**config.mk**
```make
export PLATFORM = sky130hd
export DESIGN_NAME = ucs_chan_ctrl
export DESIGN_NICKNAME = d
export VERILOG_FILES = /design/src/ucs_pkg.sv /design/src/ucs_chan_ctrl.sv
export VERILOG_INCLUDE_DIRS = /design/src
export SDC_FILE = /design/constraint.sdc
export NUM_CORES = 1
export LEC_CHECK = 0
export BUFFER_PORTS_ARGS = -buffer_cell sky130_fd_sc_hd__buf_4
export CAP_MARGIN = 20
export CORE_MARGIN = 2
export CORE_UTILIZATION = 50
export CTS_CLUSTER_SIZE = 24
export DETAILED_ROUTE_END_ITERATION = 10
export PLACE_DENSITY_LB_ADDON = 0.1
export SYNTH_ARGS = -nofsm -noshare
export SYNTH_HDL_FRONTEND = slang
export SYNTH_SLANG_ARGS = --single-unit
export TNS_END_PERCENT = 1
```
**constraint.sdc**
```tcl
create_clock -name clk -period 5 [get_ports clk]
set_input_delay 0.75 -clock clk [delete_from_list [all_inputs] [get_ports clk]]
set_output_delay 0.75 -clock clk [all_outputs]
set_load 0.02 [all_outputs]
```
**src/ucs_cfg.svh**
```systemverilog
// register offsets, fields and command codes for the channel control block
// assumes a 32-bit apb master and a single 25 MHz clock
`ifndef UCS_CFG_SVH
`define UCS_CFG_SVH
`define UCS_OFF_CSR_A     12'h000
`define UCS_OFF_CMD_A     12'h004
`define UCS_OFF_CSR_B     12'h008
`define UCS_OFF_CMD_B     12'h00c
`define UCS_OFF_MODE0_A   12'h010
`define UCS_OFF_MODE0_B   12'h014
`define UCS_OFF_AUX       12'h018
`define UCS_OFF_STAT      12'h01c
`define UCS_OFF_RATE_A    12'h020
`define UCS_OFF_RATE_B    12'h024
`define UCS_RST_BYTE      8'h00
`define UCS_FLD_ON        2'b01
`define UCS_FLD_OFF       2'b10
`define UCS_MC_PTR1       4'h1
`define UCS_MC_RXRST      4'h2
`define UCS_MC_TXRST      4'h3
`define UCS_MC_ERRCLR     4'h4
`define UCS_MC_BRKCLR     4'h5
`define UCS_MC_BRKON      4'h6
`define UCS_MC_BRKOFF     4'h7
`define UCS_MC_RTSLO      4'h8
`define UCS_MC_RTSHI      4'h9
`define UCS_MC_TOON       4'ha
`define UCS_MC_PTR0       4'hb
`define UCS_MC_TOOFF      4'hc
`define UCS_MC_PDON       4'he
`define UCS_MC_PDOFF      4'hf
`define UCS_CODE_EXT16    4'he
`define UCS_CODE_EXT1     4'hf
`define UCS_CODE_TIMER    4'hd
`define UCS_AUX_SET_BIT   7
`define UCS_M0_EXT1_BIT   0
`define UCS_M0_EXT2_BIT   2
`define UCS_BIT_US        104
`define UCS_CLK_NS        40
`define UCS_BRK_CYC       ((2*`UCS_BIT_US*1000)/`UCS_CLK_NS)
`endif

```
**src/ucs_pkg.sv**
```systemverilog
// types for the channel control block
// assumes ucs_cfg.svh holds all numeric constants
package ucs_pkg;
	typedef enum logic [2:0] {
		UCS_BRK_IDLE = 3'b001,
		UCS_BRK_WAIT = 3'b010,
		UCS_BRK_ON   = 3'b100
	} ucs_brk_t;
	typedef enum logic [2:0] {
		UCS_SRC_TABLE = 3'b001,
		UCS_SRC_TIMER = 3'b010,
		UCS_SRC_EXT   = 3'b100
	} ucs_src_t;
endpackage

```
**src/ucs_chan_ctrl.sv**
```systemverilog
// apb slave with clock select and command decode for two serial channels
// assumes shifters, status and counter/timer sit outside and use the strobes
`timescale 1ns/10ps
`include "ucs_cfg.svh"
module ucs_chan_ctrl
	import ucs_pkg::*;
(
	input  wire logic        clk,
	input  wire logic        reset_n,
	input  wire logic        psel,
	input  wire logic        penable,
	input  wire logic        pwrite,
	input  wire logic [11:0] paddr,
	input  wire logic [31:0] pwdata,
	output logic      [31:0] prdata,
	output logic             pready,
	output logic             pslverr,
	input  wire logic        ref_double,
	input  wire logic [1:0]  tx_busy,
	input  wire logic [1:0]  rx_char_moved,
	output logic      [1:0]  rx_enable,
	output logic      [1:0]  tx_enable,
	output logic      [1:0]  rx_flush,
	output logic      [1:0]  tx_flush,
	output logic      [1:0]  err_clear,
	output logic      [1:0]  brk_change_clear,
	output logic      [1:0]  mode_ptr_one,
	output logic      [1:0]  mode_ptr_zero,
	output logic      [1:0]  tx_force_low,
	output logic      [1:0]  rts_n,
	output logic      [7:0]  tx_rate_code,
	output logic      [7:0]  rx_rate_code,
	output logic      [1:0]  rate_set,
	output logic             rate_double,
	output logic      [5:0]  tx_clk_src,
	output logic      [5:0]  rx_clk_src,
	output logic             timeout_mode,
	output logic             timer_restart,
	output logic             timer_stop,
	output logic             timer_ready_clear,
	output logic             power_down
);
	logic        wr_stb;
	logic        rd_stb;
	logic [1:0]  cmd_stb;
	logic [7:0]  csr_r [2];
	logic [7:0]  mode0_r [2];
	logic [7:0]  aux_r;
	logic [1:0]  rx_en_r;
	logic [1:0]  tx_en_r;
	logic [1:0]  rts_n_r;
	logic [1:0]  brk_force_r;
	logic [1:0]  to_chan_r;
	logic        pd_r;
	logic [1:0]  rx_flush_r;
	logic [1:0]  tx_flush_r;
	logic [1:0]  err_clr_r;
	logic [1:0]  brkc_clr_r;
	logic [1:0]  ptr1_r;
	logic [1:0]  ptr0_r;
	logic        t_restart_r;
	logic        t_stop_r;
	logic        t_rdyclr_r;
	logic [31:0] prdata_r;
	logic [1:0]  dbl_sync_r;
	logic        dbl_r;
	logic        dbl_q3_r;

	assign wr_stb  = psel && penable && pwrite;
	assign rd_stb  = psel && penable && !pwrite;
	assign pready  = 1'b1;
	assign cmd_stb = {wr_stb && paddr == `UCS_OFF_CMD_B, wr_stb && paddr == `UCS_OFF_CMD_A};

	// reference clock strap through two sync flops and a third, then held until two samples agree
	always_ff @(posedge clk or negedge reset_n) begin
		if (!reset_n) begin
			dbl_sync_r <= 2'b00;
			dbl_q3_r   <= 1'b0;
			dbl_r      <= 1'b0;
		end else begin
			dbl_sync_r <= {dbl_sync_r[0], ref_double};
			dbl_q3_r   <= dbl_sync_r[1];
			if (dbl_sync_r[1] == dbl_q3_r) begin
				dbl_r <= dbl_q3_r;
			end
		end
	end

	// plain configuration registers
	always_ff @(posedge clk or negedge reset_n) begin
		if (!reset_n) begin
			aux_r <= `UCS_RST_BYTE;
		end else if (wr_stb && paddr == `UCS_OFF_AUX) begin
			aux_r <= pwdata[7:0];
		end
	end

	// apb read mux, unmapped reads zero
	always_ff @(posedge clk or negedge reset_n) begin
		if (!reset_n) begin
			prdata_r <= 32'h0;
		end else if (psel && !penable && !pwrite) begin
			unique case (paddr)
				`UCS_OFF_MODE0_A: prdata_r <= {24'h0, mode0_r[0]};
				`UCS_OFF_MODE0_B: prdata_r <= {24'h0, mode0_r[1]};
				`UCS_OFF_AUX:     prdata_r <= {24'h0, aux_r};
				`UCS_OFF_STAT:    prdata_r <= {21'h0, rts_n_r[1], tx_en_r[1], rx_en_r[1],
					pd_r, to_chan_r, brk_force_r, rts_n_r[0], tx_en_r[0], rx_en_r[0]};
				`UCS_OFF_RATE_A:  prdata_r <= {24'h0, csr_r[0]};
				`UCS_OFF_RATE_B:  prdata_r <= {24'h0, csr_r[1]};
				default:          prdata_r <= 32'h0;
			endcase
		end
	end
	assign prdata  = prdata_r;
	assign pslverr = 1'b0;

	genvar g;
	generate
		for (g = 0; g < 2; g++) begin : g_ch
			logic [3:0] misc;
			logic [1:0] rxf;
			logic [1:0] txf;
			logic       go;
			ucs_brk_t   brk_st_r;
			assign misc = pwdata[7:4];
			assign rxf  = pwdata[1:0];
			assign txf  = pwdata[3:2];
			assign go   = cmd_stb[g] && (!pd_r || (g == 0 && misc == `UCS_MC_PDOFF));

			always_ff @(posedge clk or negedge reset_n) begin
				if (!reset_n) begin
					csr_r[g]   <= `UCS_RST_BYTE;
					mode0_r[g] <= `UCS_RST_BYTE;
				end else begin
					if (wr_stb && !pd_r && paddr == (g ? `UCS_OFF_CSR_B : `UCS_OFF_CSR_A)) begin
						csr_r[g] <= pwdata[7:0];
					end
					if (wr_stb && paddr == (g ? `UCS_OFF_MODE0_B : `UCS_OFF_MODE0_A)) begin
						mode0_r[g] <= pwdata[7:0];
					end
				end
			end

			assign tx_rate_code[g*4 +: 4] = csr_r[g][3:0];
			assign rx_rate_code[g*4 +: 4] = csr_r[g][7:4];
			assign rate_set[g] = aux_r[`UCS_AUX_SET_BIT];
			assign tx_clk_src[g*3 +: 3] = csr_r[g][3:0] >= `UCS_CODE_EXT16 ? UCS_SRC_EXT
				: csr_r[g][3:0] == `UCS_CODE_TIMER ? UCS_SRC_TIMER : UCS_SRC_TABLE;
			assign rx_clk_src[g*3 +: 3] = csr_r[g][7:4] >= `UCS_CODE_EXT16 ? UCS_SRC_EXT
				: csr_r[g][7:4] == `UCS_CODE_TIMER ? UCS_SRC_TIMER : UCS_SRC_TABLE;

			// all fields decoded in one write
			always_ff @(posedge clk or negedge reset_n) begin
				if (!reset_n) begin
					rx_en_r[g] <= 1'b0;
				end else if (go) begin
					if (misc == `UCS_MC_RXRST || rxf == `UCS_FLD_OFF) begin
						rx_en_r[g] <= 1'b0;
					end else if (rxf == `UCS_FLD_ON) begin
						rx_en_r[g] <= 1'b1;
					end
				end
			end

			always_ff @(posedge clk or negedge reset_n) begin
				if (!reset_n) begin
					tx_en_r[g] <= 1'b0;
				end else if (go) begin
					if (misc == `UCS_MC_TXRST || txf == `UCS_FLD_OFF) begin
						tx_en_r[g] <= 1'b0;
					end else if (txf == `UCS_FLD_ON) begin
						tx_en_r[g] <= 1'b1;
					end
				end
			end

			always_ff @(posedge clk or negedge reset_n) begin
				if (!reset_n) begin
					ptr1_r[g]     <= 1'b0;
					ptr0_r[g]     <= 1'b0;
					rx_flush_r[g] <= 1'b0;
					tx_flush_r[g] <= 1'b0;
					err_clr_r[g]  <= 1'b0;
					brkc_clr_r[g] <= 1'b0;
				end else begin
					ptr1_r[g]     <= go && misc == `UCS_MC_PTR1;
					ptr0_r[g]     <= go && misc == `UCS_MC_PTR0;
					rx_flush_r[g] <= go && misc == `UCS_MC_RXRST;
					tx_flush_r[g] <= go && misc == `UCS_MC_TXRST;
					err_clr_r[g]  <= go && misc == `UCS_MC_ERRCLR;
					brkc_clr_r[g] <= go && misc == `UCS_MC_BRKCLR;
				end
			end

			always_ff @(posedge clk or negedge reset_n) begin
				if (!reset_n) begin
					rts_n_r[g] <= 1'b1;
				end else if (go && misc == `UCS_MC_RTSLO) begin
					rts_n_r[g] <= 1'b0;
				end else if (go && misc == `UCS_MC_RTSHI) begin
					rts_n_r[g] <= 1'b1;
				end
			end

			always_ff @(posedge clk or negedge reset_n) begin
				if (!reset_n) begin
					brk_st_r  <= UCS_BRK_IDLE;
				end else begin
					unique case (brk_st_r)
						UCS_BRK_IDLE: begin
							if (go && misc == `UCS_MC_BRKON && tx_en_r[g]) begin
								brk_st_r <= UCS_BRK_WAIT;
							end
						end
						UCS_BRK_WAIT: begin
							if (go && misc == `UCS_MC_BRKOFF) begin
								brk_st_r <= UCS_BRK_IDLE;
							end else if (!tx_busy[g]) begin
								brk_st_r <= UCS_BRK_ON;
							end
						end
						UCS_BRK_ON: begin
							if (go && misc == `UCS_MC_BRKOFF) begin
								brk_st_r <= UCS_BRK_IDLE;
							end
						end
					endcase
				end
			end
			assign brk_force_r[g] = brk_st_r == UCS_BRK_ON;

			always_ff @(posedge clk or negedge reset_n) begin
				if (!reset_n) begin
					to_chan_r[g] <= 1'b0;
				end else if (go && misc == `UCS_MC_TOON) begin
					to_chan_r[g] <= 1'b1;
				end else if (go && misc == `UCS_MC_TOOFF) begin
					to_chan_r[g] <= 1'b0;
				end
			end
		end
	endgenerate

	// timer stop and ready clear on entry
	always_ff @(posedge clk or negedge reset_n) begin
		if (!reset_n) begin
			t_restart_r <= 1'b0;
			t_stop_r    <= 1'b0;
			t_rdyclr_r  <= 1'b0;
		end else begin
			t_restart_r <= |(to_chan_r & rx_char_moved);
			t_stop_r    <= |(cmd_stb & {2{!pd_r && pwdata[7:4] == `UCS_MC_TOON}});
			t_rdyclr_r  <= |(cmd_stb & {2{!pd_r && pwdata[7:4] == `UCS_MC_TOON}});
		end
	end

	always_ff @(posedge clk or negedge reset_n) begin
		if (!reset_n) begin
			pd_r <= 1'b0;
		end else if (cmd_stb[0] && pwdata[7:4] == `UCS_MC_PDON) begin
			pd_r <= 1'b1;
		end else if (cmd_stb[0] && pwdata[7:4] == `UCS_MC_PDOFF) begin
			pd_r <= 1'b0;
		end
	end

	assign rate_double       = dbl_r;
	assign rx_enable         = rx_en_r;
	assign tx_enable         = tx_en_r;
	assign rx_flush          = rx_flush_r;
	assign tx_flush          = tx_flush_r;
	assign err_clear         = err_clr_r;
	assign brk_change_clear  = brkc_clr_r;
	assign mode_ptr_one      = ptr1_r;
	assign mode_ptr_zero     = ptr0_r;
	assign tx_force_low      = brk_force_r;
	assign rts_n             = rts_n_r;
	assign timeout_mode      = |to_chan_r;
	assign timer_restart     = t_restart_r;
	assign timer_stop        = t_stop_r;
	assign timer_ready_clear = t_rdyclr_r;
	assign power_down        = pd_r;

	// assertions
	rx_cmd_on_a: assert property (@(posedge clk) disable iff (!reset_n)
		cmd_stb[0] && !pd_r && pwdata[1:0] == 2'b01 && pwdata[7:4] != 4'h2 |=> rx_enable[0])
		else $error("receiver not enabled");
	rx_cmd_off_a: assert property (@(posedge clk) disable iff (!reset_n)
		cmd_stb[0] && !pd_r && pwdata[1:0] == 2'b10 |=> !rx_enable[0])
		else $error("receiver not disabled");
	tx_cmd_on_a: assert property (@(posedge clk) disable iff (!reset_n)
		cmd_stb[1] && !pd_r && pwdata[3:2] == 2'b01 && pwdata[7:4] != 4'h3 |=> tx_enable[1])
		else $error("transmitter not enabled");
	tx_reset_a: assert property (@(posedge clk) disable iff (!reset_n)
		cmd_stb[0] && !pd_r && pwdata[7:4] == 4'h3 |=> tx_flush[0] && !tx_enable[0])
		else $error("transmitter reset missed");
	rts_low_a: assert property (@(posedge clk) disable iff (!reset_n)
		cmd_stb[0] && !pd_r && pwdata[7:4] == 4'h8 |=> !rts_n[0])
		else $error("rts not asserted");
	brk_release_a: assert property (@(posedge clk) disable iff (!reset_n)
		cmd_stb[0] && !pd_r && pwdata[7:4] == 4'h7 |=> !tx_force_low[0])
		else $error("break not released");
	pd_enter_a: assert property (@(posedge clk) disable iff (!reset_n)
		cmd_stb[0] && pwdata[7:4] == 4'he |=> power_down)
		else $error("power-down not entered");
	pd_chan_b_a: assert property (@(posedge clk) disable iff (!reset_n)
		!cmd_stb[0] && cmd_stb[1] && pwdata[7:4] == 4'he && !power_down |=> !power_down)
		else $error("power-down via channel b");
	to_entry_a: assert property (@(posedge clk) disable iff (!reset_n)
		cmd_stb[0] && !pd_r && pwdata[7:4] == 4'ha |=> timer_stop && timer_ready_clear
		&& timeout_mode) else $error("timeout entry effects missing");
	ptr_zero_a: assert property (@(posedge clk) disable iff (!reset_n)
		cmd_stb[1] && !pd_r && pwdata[7:4] == 4'hb |=> mode_ptr_zero[1] ##1 !mode_ptr_zero[1])
		else $error("pointer strobe wrong");
	err_clr_a: assert property (@(posedge clk) disable iff (!reset_n)
		cmd_stb[0] && !pd_r && pwdata[7:4] == `UCS_MC_ERRCLR |=> err_clear[0])
		else $error("error clear missed");
	brkc_clr_a: assert property (@(posedge clk) disable iff (!reset_n)
		cmd_stb[1] && !pd_r && pwdata[7:4] == `UCS_MC_BRKCLR |=> brk_change_clear[1])
		else $error("break change clear missed");
	rx_reset_a: assert property (@(posedge clk) disable iff (!reset_n)
		cmd_stb[1] && !pd_r && pwdata[7:4] == `UCS_MC_RXRST |=> rx_flush[1] && !rx_enable[1])
		else $error("receiver reset missed");
	brk_cov: cover property (@(posedge clk) disable iff (!reset_n) tx_force_low[0]);
	dbl_cov: cover property (@(posedge clk) disable iff (!reset_n) rate_double);
	lock_cov: cover property (@(posedge clk) disable iff (!reset_n) power_down && cmd_stb[0]);
	pd_cov: cover property (@(posedge clk) disable iff (!reset_n) power_down ##1 !power_down);
	to_cov: cover property (@(posedge clk) disable iff (!reset_n) timer_restart);
endmodule // ucs_chan_ctrl

```
# --- After elaboration in Yosys (flattened, before gate mapping) ---
# Cells that the tools add are included.
word_totals:
  regBits: 105
  wordCells: 183
classes:
  magnitude_cmp: 4
  eq_ne: 44
  muxes: 33
  bitwise_logic: 2
  reduce_logical: 66
ops:
  columns: ["operator", "count"]
  rows:
  - ["case mux 11 bit (6 select lines)", 1]
  - ["equality test 12 x 5 -> 1 bit (second input constant)", 4]
  - ["equality test 4 bit (second input constant)", 11]
  - ["logical AND 1 bit", 43]
  - ["2-to-1 mux 3 bit", 12]
  - ["equality test 12 x 4 -> 1 bit (second input constant)", 2]
  - ["equality test 12 x 6 -> 1 bit (second input constant)", 2]
  - ["case mux 3 bit (3 select lines)", 2]
  - ["equality test 4 x 3 -> 1 bit (second input constant)", 4]
  - ["greater-or-equal comparator 4 bit (second input constant)", 4]
  - ["2-to-1 mux 1 bit", 14]
  - ["nonzero test 2 bit", 7]
  - ["equality test 12 x 3 -> 1 bit (second input constant)", 1]
  - ["logical NOT 12 bit", 1]
  - ["equality test 4 x 2 -> 1 bit (second input constant)", 2]
  - ["2-to-1 mux 2 bit", 4]
  - ["AND reduction 2 bit", 4]
  - ["equality test 3 x 1 -> 1 bit (second input constant)", 2]
  - ["equality test 3 x 2 -> 1 bit (second input constant)", 2]
  - ["equality test 3 bit (second input constant)", 2]
  - ["!= test 3 bit (second input constant)", 2]
  - ["AND reduction 3 bit", 2]
  - ["OR reduction 2 bit", 3]
  - ["bitwise AND 2 bit", 2]
  - ["other kinds (8)", 16]

# --- Logic depth before layout (Yosys ltp) ---
# Gate-level depths: netlist (run 1).
depth:
  ltp_word: 8
  depth_mapped: 7
  mapped_depth_nobuf: 5

# --- Worst setup path after synthesis (run 1) ---
# Ideal clock, no wire load.
synth_path:
  path_kind: "input -> register"
  from: "in paddr[4]"
  to: "reg csr_r, in the netlist rx_rate_code[7]"
  arrival_ps: 2186
  required_ps: 4875
  setup_slack_ps: 2689
  cell_stages: 4
  n_path_buf: 0
  path_cell_list: "or4_4 > nor4_4 > nand2_4 > mux2_4"
synth_via:
  elab_chain_len: 2
synth_rtl:
  columns: ["item", "line", "rtl"]
  rows:
  - ["start: declaration", "ucs_chan_ctrl.sv:13", "input wire logic [11:0] paddr,"]
  - ["equality test 12 x 4 -> 1 bit", "ucs_chan_ctrl.sv:136", "if (wr_stb && !pd_r && paddr == (g ? `UCS_OFF_CSR_B : `UCS_OFF_CSR_A)) begin"]
  - ["logical AND 1 bit", "ucs_chan_ctrl.sv:136", null]
  - ["end signal: indexed assignment", "ucs_chan_ctrl.sv:133", "csr_r[g] <= `UCS_RST_BYTE;"]
  - ["end signal: indexed assignment", "ucs_chan_ctrl.sv:137", "csr_r[g] <= pwdata[7:0];"]
  - ["end: declaration", "ucs_chan_ctrl.sv:46", "logic [7:0] csr_r [2];"]
# Every way passes these cells.
# A chain may end at the register's enable or synchronous reset.

# --- Final worst setup path (run 1) ---
layout_path:
  from: "in paddr[1]"
  to: "reg rts_n_r[0], in the netlist rts_n[0]"
layout_via:
  elab_chain_len: 5
layout_rtl:
  columns: ["item", "line", "rtl"]
  rows:
  - ["equality test 12 x 3 -> 1 bit (no line) *", null, null]
  - ["logical AND 1 bit (no line) *", null, null]
  - ["logical AND 1 bit *", "ucs_chan_ctrl.sv:129", "assign go = cmd_stb[g] && (!pd_r || (g == 0 && misc == `UCS_MC_PDOFF));"]
  - ["logical AND 1 bit (no line)", null, null]
  - ["2-to-1 mux 1 bit / nonzero test 2 bit (equally long branches)", null, null]
  - ["end signal: indexed assignment", "ucs_chan_ctrl.sv:198", "rts_n_r[g] <= 1'b1;"]
  - ["end signal: indexed assignment", "ucs_chan_ctrl.sv:200", "rts_n_r[g] <= 1'b0;"]
  - ["end signal: indexed assignment", "ucs_chan_ctrl.sv:202", "rts_n_r[g] <= 1'b1;"]
  - ["end: declaration", "ucs_chan_ctrl.sv:51", "logic [1:0] rts_n_r;"]
# Every way passes the cells marked *; elsewhere a longest branch is shown, timed or not.

==> metrics.cfg, run 1 <==
[worst_hold_path]
hp-class=input port to asynchronous set/reset pin

[setup_path]
cp.buffers_inverters=1
path_max_fanout=11
cp.required_ps=5280
end_kind=flip-flop
path_class=input port to flip-flop
critPathMaxStageDelay_ps=450
critical_path.cell_chain=buf_4 > nor4_4 > and2_1 > nand4_1 > nor3_1 > mux2_2
crit_family=simple AND/OR/NAND/NOR gates
start_kind=input port
cp.arrival_ps=2770
worst_path_max_delay_cell=and2_1

[synth]
synth_top_area_share_pct=47.34
ys_types=50
synth_largest_area_cell=dfrtp_1
syn_area_per_cell_um2=11.34
synth_area_um2=4229
synthFlopType=dfrtp_1
synth-seq-cells=84
yosysWarningCount=0
synthTopCellsByArea=dfrtp_1 47%, mux2_2 12%, buf_4 5.0%, nor2_1 2.6%, dfstp_2 2.5%
ys_seq_area_share_pct=49.82
synth_edf_count=0
synthArstFlopShare_pct=100.0
syn_inst=373

[clock_tree]
htree_levels=3
clkTransAtPathRegs_ps=80
cts_setup_buffers=0
cts_num_sinks=84
tritoncts=built
root_buffer=clkbuf_8
clkLatencyLatePin_ps=360
numCtsBuffers=9
postCtsHoldBufs=0
clock_path_buffers=2
ctsResizeCount=0

[sta]
fin_skew_ps=11.65
timing.final.max_slew_violations=0
worst_pin_slew_ps=905.6
setup_violations=0
slew_headroom_pct=39.16
fin_tns_setup_ps=0
timing.final.crit_share_pct=49.72
rsz0062_at_grt=no
min_period_ps=2486
hold_slack_ps=209.9
fmax_mhz=402.2
timing_hold_violations_final=0

[cells_and_area]
drive_above_1_share_pct=38.20
diodes=0
multiInputGateArea_um2=1931
area_delta_synth_final_pct=21.54
nFillCells=688
final_cell_count_no_fill=571
area.sequential_um2=2107
nNetsFinal=515

[floorplanning]
core-area_um2=8217
dieArea_um2=9209
ios=144
die_x_um=95.97
die_height_um=95.97
start_util_pct=51.47
rows=33

[outcome]
outcome=finished clean

[grt]
grt_usage_pct=23.45
grt_remaining_overflow=0
antenna_found_initial=0
grt_pass1_vias=3043
grt_pass1_wl_mm=15.92
grt_max_degree=85

[detailed_routing]
drt-initial-drc-count=182
dr.pass1.iters=4
drc=0
drt-wirelength-per-cell_um=17.86
num_vias=3244
via_per_inst=5.681
drtAntennaViolNets=0
drt-total-wl_mm=10.20

[placed_design]
dp_cells=554
port_buffers=96
gp_congestion=0.8342
dp_hpwl_mm=7.182

[power]
finalPower_uw=1401
powerDensity_nw_per_um2=272.5
leakage_uw=0.002480
peakVddDrop_v=0.0001524

[job]
maxCapViolCount=0

-- area by class of cell --
cell class	instances	area share, %
Clock buffer	11	2.945
Tap cell	105	2.556
Sequential cell	84	40.99
Clock inverter	5	1.168
Timing Repair Buffer	98	14.70
Inverter	1	0.07303
Multi-Input combinational cell	267	37.56
-- per-stage QoR --
| stage | utilization (%) | worst slack [ps] | instance area (um2) |
|---|---|---|---|
| 3_3_place_gp | 59.65 | 2168 | 4901 |
| 6_report | 62.56 | 2514 | 5140 |
| 3_5_place_dp | 59.65 | 2154 | 4901 |
| 5_1_grt | 62.56 | 2399 | 5140 |
| 4_1_cts | 62.22 | 2522 | 5112 |
| 2_1_floorplan | - | 2689 | 4308 |
-- sequential cells by signal, indices dropped and copies added, names as in the netlist --
signal,cells
timer_ready_clear,1
mode0_r,16
brk_change_clear,2
rx_flush,2
tx_enable,2
dbl_sync_r,2
tx_flush,2
dbl_q3_r,1
aux_r,8
rx_rate_code,8
rx_enable,2
rate_double,1
err_clear,2
prdata,11
to_chan_r,2
power_down,1
g_ch.brk_st_r,6
rts_n,2
mode_ptr_zero,2
tx_rate_code,8
timer_restart,1
mode_ptr_one,2
-- logic make-up after synthesis --
group,synth area share (%)
simple gates,18.22
flops,49.82
fa+ha+maj,0.2367
compound gates,10.74
buf+inv,6.390
other cells,0.1776
mux,14.41
-- synth_stat cells, drive strengths merged (2+ instances only) --
master   count
dfrtp       80
mux2        48
buf         32
nor2        29
a21oi       18
nand2       16
nor3        15
nand2b      11
o21ai       11
clkbuf      10
nand3        9
a22o         8
and3         7
nor3b        7
nor4         7
a222oi       6
and4b        6
o2bb2ai      6
dfstp        4
nand4        4
nor2b        4
o211ai       4
a21boi       3
and4         3
a221oi       2
a31o         2
a31oi        2
conb         2
mux2i        2
mux4         2
or4b         2
-- metal layers --
metal	wire length (um)	vias up	part of all wire (%)	GRT usage [%]
li1	-	1511	-	-
met1	4322	1606	42	32.33
met2	5017	118	49	37.47
met3	741	9	7.3	6.030
met4	114	0	1.1	5.357
met5	0	-	0	0
-- where the power goes --
part	total, uW	leakage, uW	internal, uW	switching [uW]
clock	507	0.000106	259	248
combinational	176	0.00127	65.0	111
sequential	717	0.00110	698	18.8
total	1400	0.00248	1020	378
-- final timing paths --
kind,slack (ps),startpoint,depth (start not counted),to
worst max-delay path,2510,paddr[1],6,rts_n[0]$_DFFE_PN1P_
worst min-delay path,210,reset_n,1,brk_change_clear[1]$_DFF_PN0_
worst max register to register,2830,power_down$_DFFE_PN0P_,5,rts_n[1]$_DFFE_PN1P_
worst min register to register,360,dbl_sync_r[0]$_DFF_PN0_,0,dbl_sync_r[1]$_DFF_PN0_
max in group asynchronous,4180,reset_n,2,rts_n[1]$_DFFE_PN1P_
min in group clk,360,dbl_sync_r[0]$_DFF_PN0_,0,dbl_sync_r[1]$_DFF_PN0_
-- layout by cell type, fill, tap and decap left out, types with 4 or more instances in the layout --
cell type  count
a21oi_1       18
a222oi_1       6
a22o_1         8
and3_1         7
and4b_1        6
buf_4         97
clkbuf_8      11
conb_1        23
dfrtp_1       80
dfstp_2        4
mux2_2        45
nand2_1       13
nand2b_1      11
nand3_1        9
nand4_1        4
nor2_1        29
nor2b_1        4
nor3_1        15
nor3b_1        7
nor4_1         4
o211ai_1       4
o21ai_0       11
o2bb2ai_1      6
(Power assumes the default switching activity.)
==> run 2: changes to the inputs <==
ABC_AREA = 1   (was default)
clock period = 2.5 ns   (was 5 ns; I/O delays follow)
==> metrics.cfg, run 2 <==
[cells_and_area]
nFillCells=716  ; +4.1%
drive_above_1_share_pct=24.67  ; -14 points
multiInputGateArea_um2=1665  ; -14%
diodes=0  ; unchanged
regMostFlops=mode0_r
area.sequential_um2=2107  ; unchanged
area_delta_synth_final_pct=23.29
nNetsFinal=649  ; +26%
final_cell_mix=104 x nand2_1, 104 x buf_4, 80 x dfrtp_1, 54 x nor2_1, 50 x nand3_1
largest_reg_flops=16  ; unchanged

[power]
swShare_pct=28.52  ; +1.5 points
p_int_uw=2197  ; +110%
sequentialPowerShare_pct=48.0  ; -3.2 points
p_switching_uw=876.4  ; +130%
leakage_uw=0.002485  ; +0.17%
combPwrFrac_pct=17.2  ; +4.6 points
power_frac_clock_pct=34.8  ; -1.4 points
peakVddDrop_v=0.0003465  ; +130%
powerDensity_nw_per_um2=604.1  ; +120%

[worst_hold_path]
min_from=ref_double
hp-class=input port to flip-flop
min_path_cells=1
holdPathEnd=dbl_sync_r[0]$_DFF_PN0_

[clock_tree]
root_buffer=clkbuf_8
numCtsBuffers=9  ; unchanged
clock_path_buffers=2  ; unchanged
cts_num_sinks=84  ; unchanged
clkTransAtPathRegs_ps=90  ; about the same
cts_setup_buffers=0  ; unchanged
tritoncts=built
htree_levels=3  ; unchanged
clkLatencyLatePin_ps=350  ; about the same
ctsResizeCount=0  ; unchanged

[setup_path]
critPathMaxStageDelay_ps=400  ; -50 ps
cp.arrival_ps=1370  ; -1400 ps
reg2reg_depth=4  ; -1
end_kind=output port
r2r_slack_ps=800  ; -2030 ps
crit_family=flip-flops
start_kind=flip-flop
path_class=flip-flop to output port
critical_path.cell_chain=nor3_1 > buf_4
r2r-start=power_down$_DFFE_PN0P_
path_max_fanout=3  ; -8
r2r_end=rx_rate_code[1]$_DFFE_PN0P_
worst_path_max_delay_cell=dfrtp_1
cp.required_ps=2120  ; -3160 ps
cp.buffers_inverters=1  ; unchanged

[detailed_routing]
via_per_inst=5.152  ; -9.3%
dr.pass1.iters=4  ; unchanged
drt-wirelength-per-cell_um=14.42  ; -19%
drtAntennaViolNets=0  ; unchanged
drt-initial-drc-count=276  ; +52%
num_vias=3632  ; +12%
drc=0  ; unchanged
drt-total-wl_mm=10.17  ; -0.26%

[synth]
synth_top_area_share_pct=48.51  ; +1.2 points
ys_types=30  ; -40%
yosysWarningCount=0  ; unchanged
synthMuxAreaShare_pct=0  ; -14 points
synth_simple_gate_area_share_pct=28.17  ; +9.9 points
synthTopCellsByArea=dfrtp_1 49%, nand2_1 9.5%, nand3_1 6.1%, o21ai_1 5.9%, buf_4 5.5%
synth_xor_area_share_pct=0  ; unchanged
syn_area_per_cell_um2=8.269  ; -27%
synth-seq-cells=84  ; unchanged
synth_compound_area_share_pct=9.854  ; -0.89 points
syn_inst=499  ; +34%
yosysMostFrequentCell=nand2_1
synth_edf_count=0  ; unchanged
ys_seq_area_share_pct=51.06  ; +1.2 points
synth_area_um2=4126  ; -2.4%
synthAdderAreaFrac_pct=0.2426  ; +0.0059 points
synthArstFlopShare_pct=100.0  ; unchanged
synth_top_family_by_area=simple AND/OR/NAND/NOR gates
synthFlopType=dfrtp_1
synth_common_cells=104 x nand2_1, 80 x dfrtp_1, 54 x nor2_1
synth_largest_area_cell=dfrtp_1

[floorplanning]
die_x_um=94.85  ; -1.2%
rows=33  ; unchanged
core-area_um2=8093  ; -1.5%
start_util_pct=50.99  ; -0.48 points
ios=144  ; unchanged
die_height_um=94.85  ; -1.2%
dieArea_um2=8996  ; -2.3%

[sta]
fin_tns_setup_ps=0  ; unchanged
min_period_ps=1748
fmax_mhz=572.1
rsz0062_at_grt=no
timing.final.max_slew_violations=0  ; unchanged
timing.final.crit_share_pct=69.92
worst_pin_slew_ps=576.2  ; -329.4 ps
fin_skew_ps=9.144  ; -2.508 ps
timing_hold_violations_final=0  ; unchanged
slew_headroom_pct=61.48  ; +22 points
hold_slack_ps=125.8  ; -84.11 ps
setup_violations=0  ; unchanged

[placed_design]
gp_congestion=0.7849  ; -5.9%
dp_hpwl_mm=7.485  ; +4.2%
port_buffers=96  ; unchanged

[job]
maxCapViolCount=0  ; unchanged

[grt]
grt_usage_pct=23.87  ; +0.42 points
grt_pass1_vias=3382  ; +11%
grt_remaining_overflow=0  ; unchanged
antenna_found_initial=0  ; unchanged
grt_pass1_wl_mm=16.44  ; +3.2%
grt_max_degree=52  ; -39%

[outcome]
outcome=finished clean

[run 2: cell count changes after synthesis, sizes merged, moves of 8 or more]
| cell | change |
|---|---|
| nand2 | +89 |
| o21ai | +53 |
| mux2 | -48 |
| nand3 | +44 |
| inv | +37 |
| nor2 | +29 |
| a21oi | -16 |
| nand2b | -11 |
| nand4 | +9 |
| buf | +8 |
| clkbuf | -8 |
| or2 | +8 |
[run 2: cell type report]
cell class	instances	share of cell area [%]
Timing Repair Buffer	106	15.94
Multi-Input combinational cell	354	32.73
Tap cell	105	2.582
Sequential cell	84	41.42
Clock buffer	9	2.435
Inverter	40	2.951
Clock inverter	7	1.943
[run 2: worst max-delay path by stage]
stage	endpoint	cells past startpoint	start	slack, ps
finish	tx_force_low[1]	2	g_ch[1].brk_st_r[1]$_DFFE_PN0P_	750
global route	g_ch[0].brk_st_r[0]$_DFFE_PN1P_	10	paddr[7]	650
CTS	tx_force_low[1]	2	g_ch[1].brk_st_r[1]$_DFFE_PN0P_	750
detailed placement	g_ch[0].brk_st_r[0]$_DFFE_PN1P_	10	paddr[7]	530
global placement	mode0_r[6]$_DFFE_PN0P_	8	paddr[11]	560
floorplan	tx_clk_src[3]	3	tx_rate_code[6]$_DFFE_PN0P_	800
[run 2: cell families (layout without fill, tap and decap cells)]
group | Yosys count | after routing
AOI/OAI and AO/OA | 76 | 76
adders and majority gates | 1 | 1
and+or+nand+nor | 254 | 254
DFF | 84 | 84
other | 2 | 23
buffers and inverters | 82 | 162
[run 2: what timing repair did]
action	in CTS	in global routing
endpoints found under the hold margin	31	0
setup endpoints to repair	0	0
hold buffers	1	0
[run 2: power groups by stage]
stage / clock network, uW / logic [uW] / registers [uW]
global placement: 0 / 504 / 1500
CTS: 1100 / 526 / 1480
finish: 1070 / 527 / 1480
detailed placement: 0 / 523 / 1500
global route: 1150 / 591 / 1490
floorplan: 0 / 331 / 1520
[run 2: worst register-to-register path: cells and delay by family (launching register included)]
kind / cells / cell delay, ps
and+or+nand+nor: 3 / 1040
DFF: 1 / 470
AOI/OAI and AO/OA: 1 / 80
[run 2: layer usage]
metal | global-route usage [%] | vias up | part of all wire (%)
li1 | - | 1776 | -
met1 | 34.27 | 1719 | 44
met2 | 37.00 | 122 | 48
met3 | 3.591 | 15 | 6.0
met4 | 8.454 | 0 | 1.7
met5 | 0 | - | 0
[run 2: metrics by stage]
step	cell area, um2	power (uW)	setup slack (ps)	std cells	utilization [%]
after floorplan	4205	1853	801.5	520	-
after global placement	4855	2002	564.6	688	59.99
after detailed placement	4855	2026	527.3	688	59.99
after CTS	5087	3098	753.2	705	62.86
after global routing	5087	3222	652.9	705	62.86
final	5087	3073	752.0	705	62.86
==> run 3: changes to the inputs <==
clock period = 1.7 ns   (was 2.5 ns; I/O delays follow)
==> metrics.cfg, run 3 (same netlist as run 2, synthesis figures left out) <==
[outcome]
outcome=finished clean

[detailed_routing]
dr.pass1.iters=5  ; +1
num_vias=3723  ; +2.5%
drt-initial-drc-count=285  ; +3.3%
via_per_inst=5.157  ; about the same
drt-wirelength-per-cell_um=13.99  ; -3.0%
drtAntennaViolNets=0  ; unchanged
drt-total-wl_mm=10.10  ; -0.68%
drc=0  ; unchanged

[floorplanning]
ios=144  ; unchanged
rows=33  ; unchanged
dieArea_um2=8996  ; unchanged
core-area_um2=8093  ; unchanged
die_x_um=94.85  ; unchanged
start_util_pct=50.99  ; unchanged
die_height_um=94.85  ; unchanged

[job]
maxCapViolCount=0  ; unchanged

[cells_and_area]
area_delta_synth_final_pct=26.02
diodes=0  ; unchanged
nNetsFinal=666  ; +2.6%
nFillCells=708  ; -1.1%
final_common_cell=buf_4
drive_above_1_share_pct=26.42  ; +1.8 points
final_cell_mix=119 x buf_4, 104 x nand2_1, 80 x dfrtp_1, 54 x nor2_1, 50 x nand3_1
largest_reg_flops=16  ; unchanged
regMostFlops=mode0_r

[sta]
rsz0062_at_grt=no
min_period_ps=1557
fin_tns_setup_ps=0  ; unchanged
setup_violations=0  ; unchanged
timing_hold_violations_final=0  ; unchanged
fmax_mhz=642.1
fin_skew_ps=9.574  ; +0.4299 ps
timing.final.crit_share_pct=91.62
timing.final.max_slew_violations=0  ; unchanged

[worst_hold_path]
hp-class=input port to flip-flop
min_from=rx_char_moved[1]

[setup_path]
cp.arrival_ps=1300  ; -70 ps
start_kind=flip-flop
path_max_fanout=3  ; unchanged
worstSetupStartpoint=g_ch[1].brk_st_r[1]$_DFFE_PN0P_
cp.required_ps=1440  ; -680 ps
r2r-start=power_down$_DFFE_PN0P_
path_class=flip-flop to output port
end_kind=output port

[clock_tree]
numCtsBuffers=9  ; unchanged
ctsResizeCount=0  ; unchanged
clkTransAtPathRegs_ps=90  ; about the same
cts_setup_buffers=0  ; unchanged
postCtsHoldBufs=2  ; +1
tritoncts=built
htree_levels=3  ; unchanged
cts_num_sinks=84  ; unchanged
clkLatencyLatePin_ps=350  ; about the same
clock_path_buffers=2  ; unchanged
root_buffer=clkbuf_8

[power]
powerDensity_nw_per_um2=835.1  ; +38%
leakage_uw=0.002553  ; +2.8%
peakVddDrop_v=0.0004147  ; +20%
finalPower_uw=4343  ; +41%

[grt]
grt_pass1_wl_mm=16.64  ; +1.2%
grt_remaining_overflow=0  ; unchanged
antenna_found_initial=0  ; unchanged
grt_max_degree=34  ; -35%
grt_usage_pct=24.02  ; +0.15 points
grt_pass1_vias=3428  ; +1.4%

[placed_design]
gp_congestion=0.8554  ; +9.0%
dp_hpwl_mm=7.613  ; +1.7%
port_buffers=96  ; unchanged

[run 3: cell types whose count changed in the layout (fill, tap and decap cells not counted)]
cell and change:
clkinv_4 +1, clkinv_2 +1, buf_4 +15, buf_12 +1
clkbuf_1 +1, bufinv_16 -1, dlygate4sd3_1 +1, inv_6 -2
[run 3: report_power, final]
group          total (uW)  internal (uW)  switching, uW
clock                1400            680            717
sequential           2170           2110           58.2
combinational         775            288            487
total                4340           3080           1260
[run 3: layout make-up]
class	count	area, um2	area share [%]
clock buffer	10	127.6	2.454
clock inverter	6	65.06	1.251
tap	105	131.4	2.526
sequential	84	2107	40.52
inverter	40	150.1	2.887
multi-input combinational	354	1665	32.03
timing repair buffer	123	953.4	18.33
[run 3: critical path, cell delays in order (launching register included)]
cell     delay, ps
dfrtp_1        400
nor3_1         340
buf_4          210
[run 3: through the flow]
stage	std cells	hold slack, ps	instance area [um2]	worst slack [ps]	utilization, %
final	722	124.8	5200	142.5	64.25
after global routing	722	117.5	5200	45.67	64.25
after CTS	722	108.8	5200	106.3	64.25
after detailed placement	704	225.9	4987	62.38	61.63
after global placement	704	221.4	4987	81.41	61.63
after floorplan	520	-40.59	4205	121.5	-
[run 3: metal layers]
layer  track usage [%]  wire length, um
met5                 0                0
met4             7.367               97
met3             3.990              737
met2             38.30             4754
met1             33.82             4510
[run 3: final timing paths]
check / to / slack [ps] / cells past startpoint
min: timer_restart$_DFF_PN0_ / 120 / 2
max: tx_force_low[1] / 140 / 2
max reg2reg: mode_ptr_zero[1]$_DFF_PN0_ / 280 / 4
min reg2reg: dbl_sync_r[1]$_DFF_PN0_ / 370 / 0
min in group asynchronous: rx_rate_code[0]$_DFFE_PN0P_ / 390 / 2
max in group asynchronous: g_ch[1].brk_st_r[0]$_DFFE_PN1P_ / 710 / 3
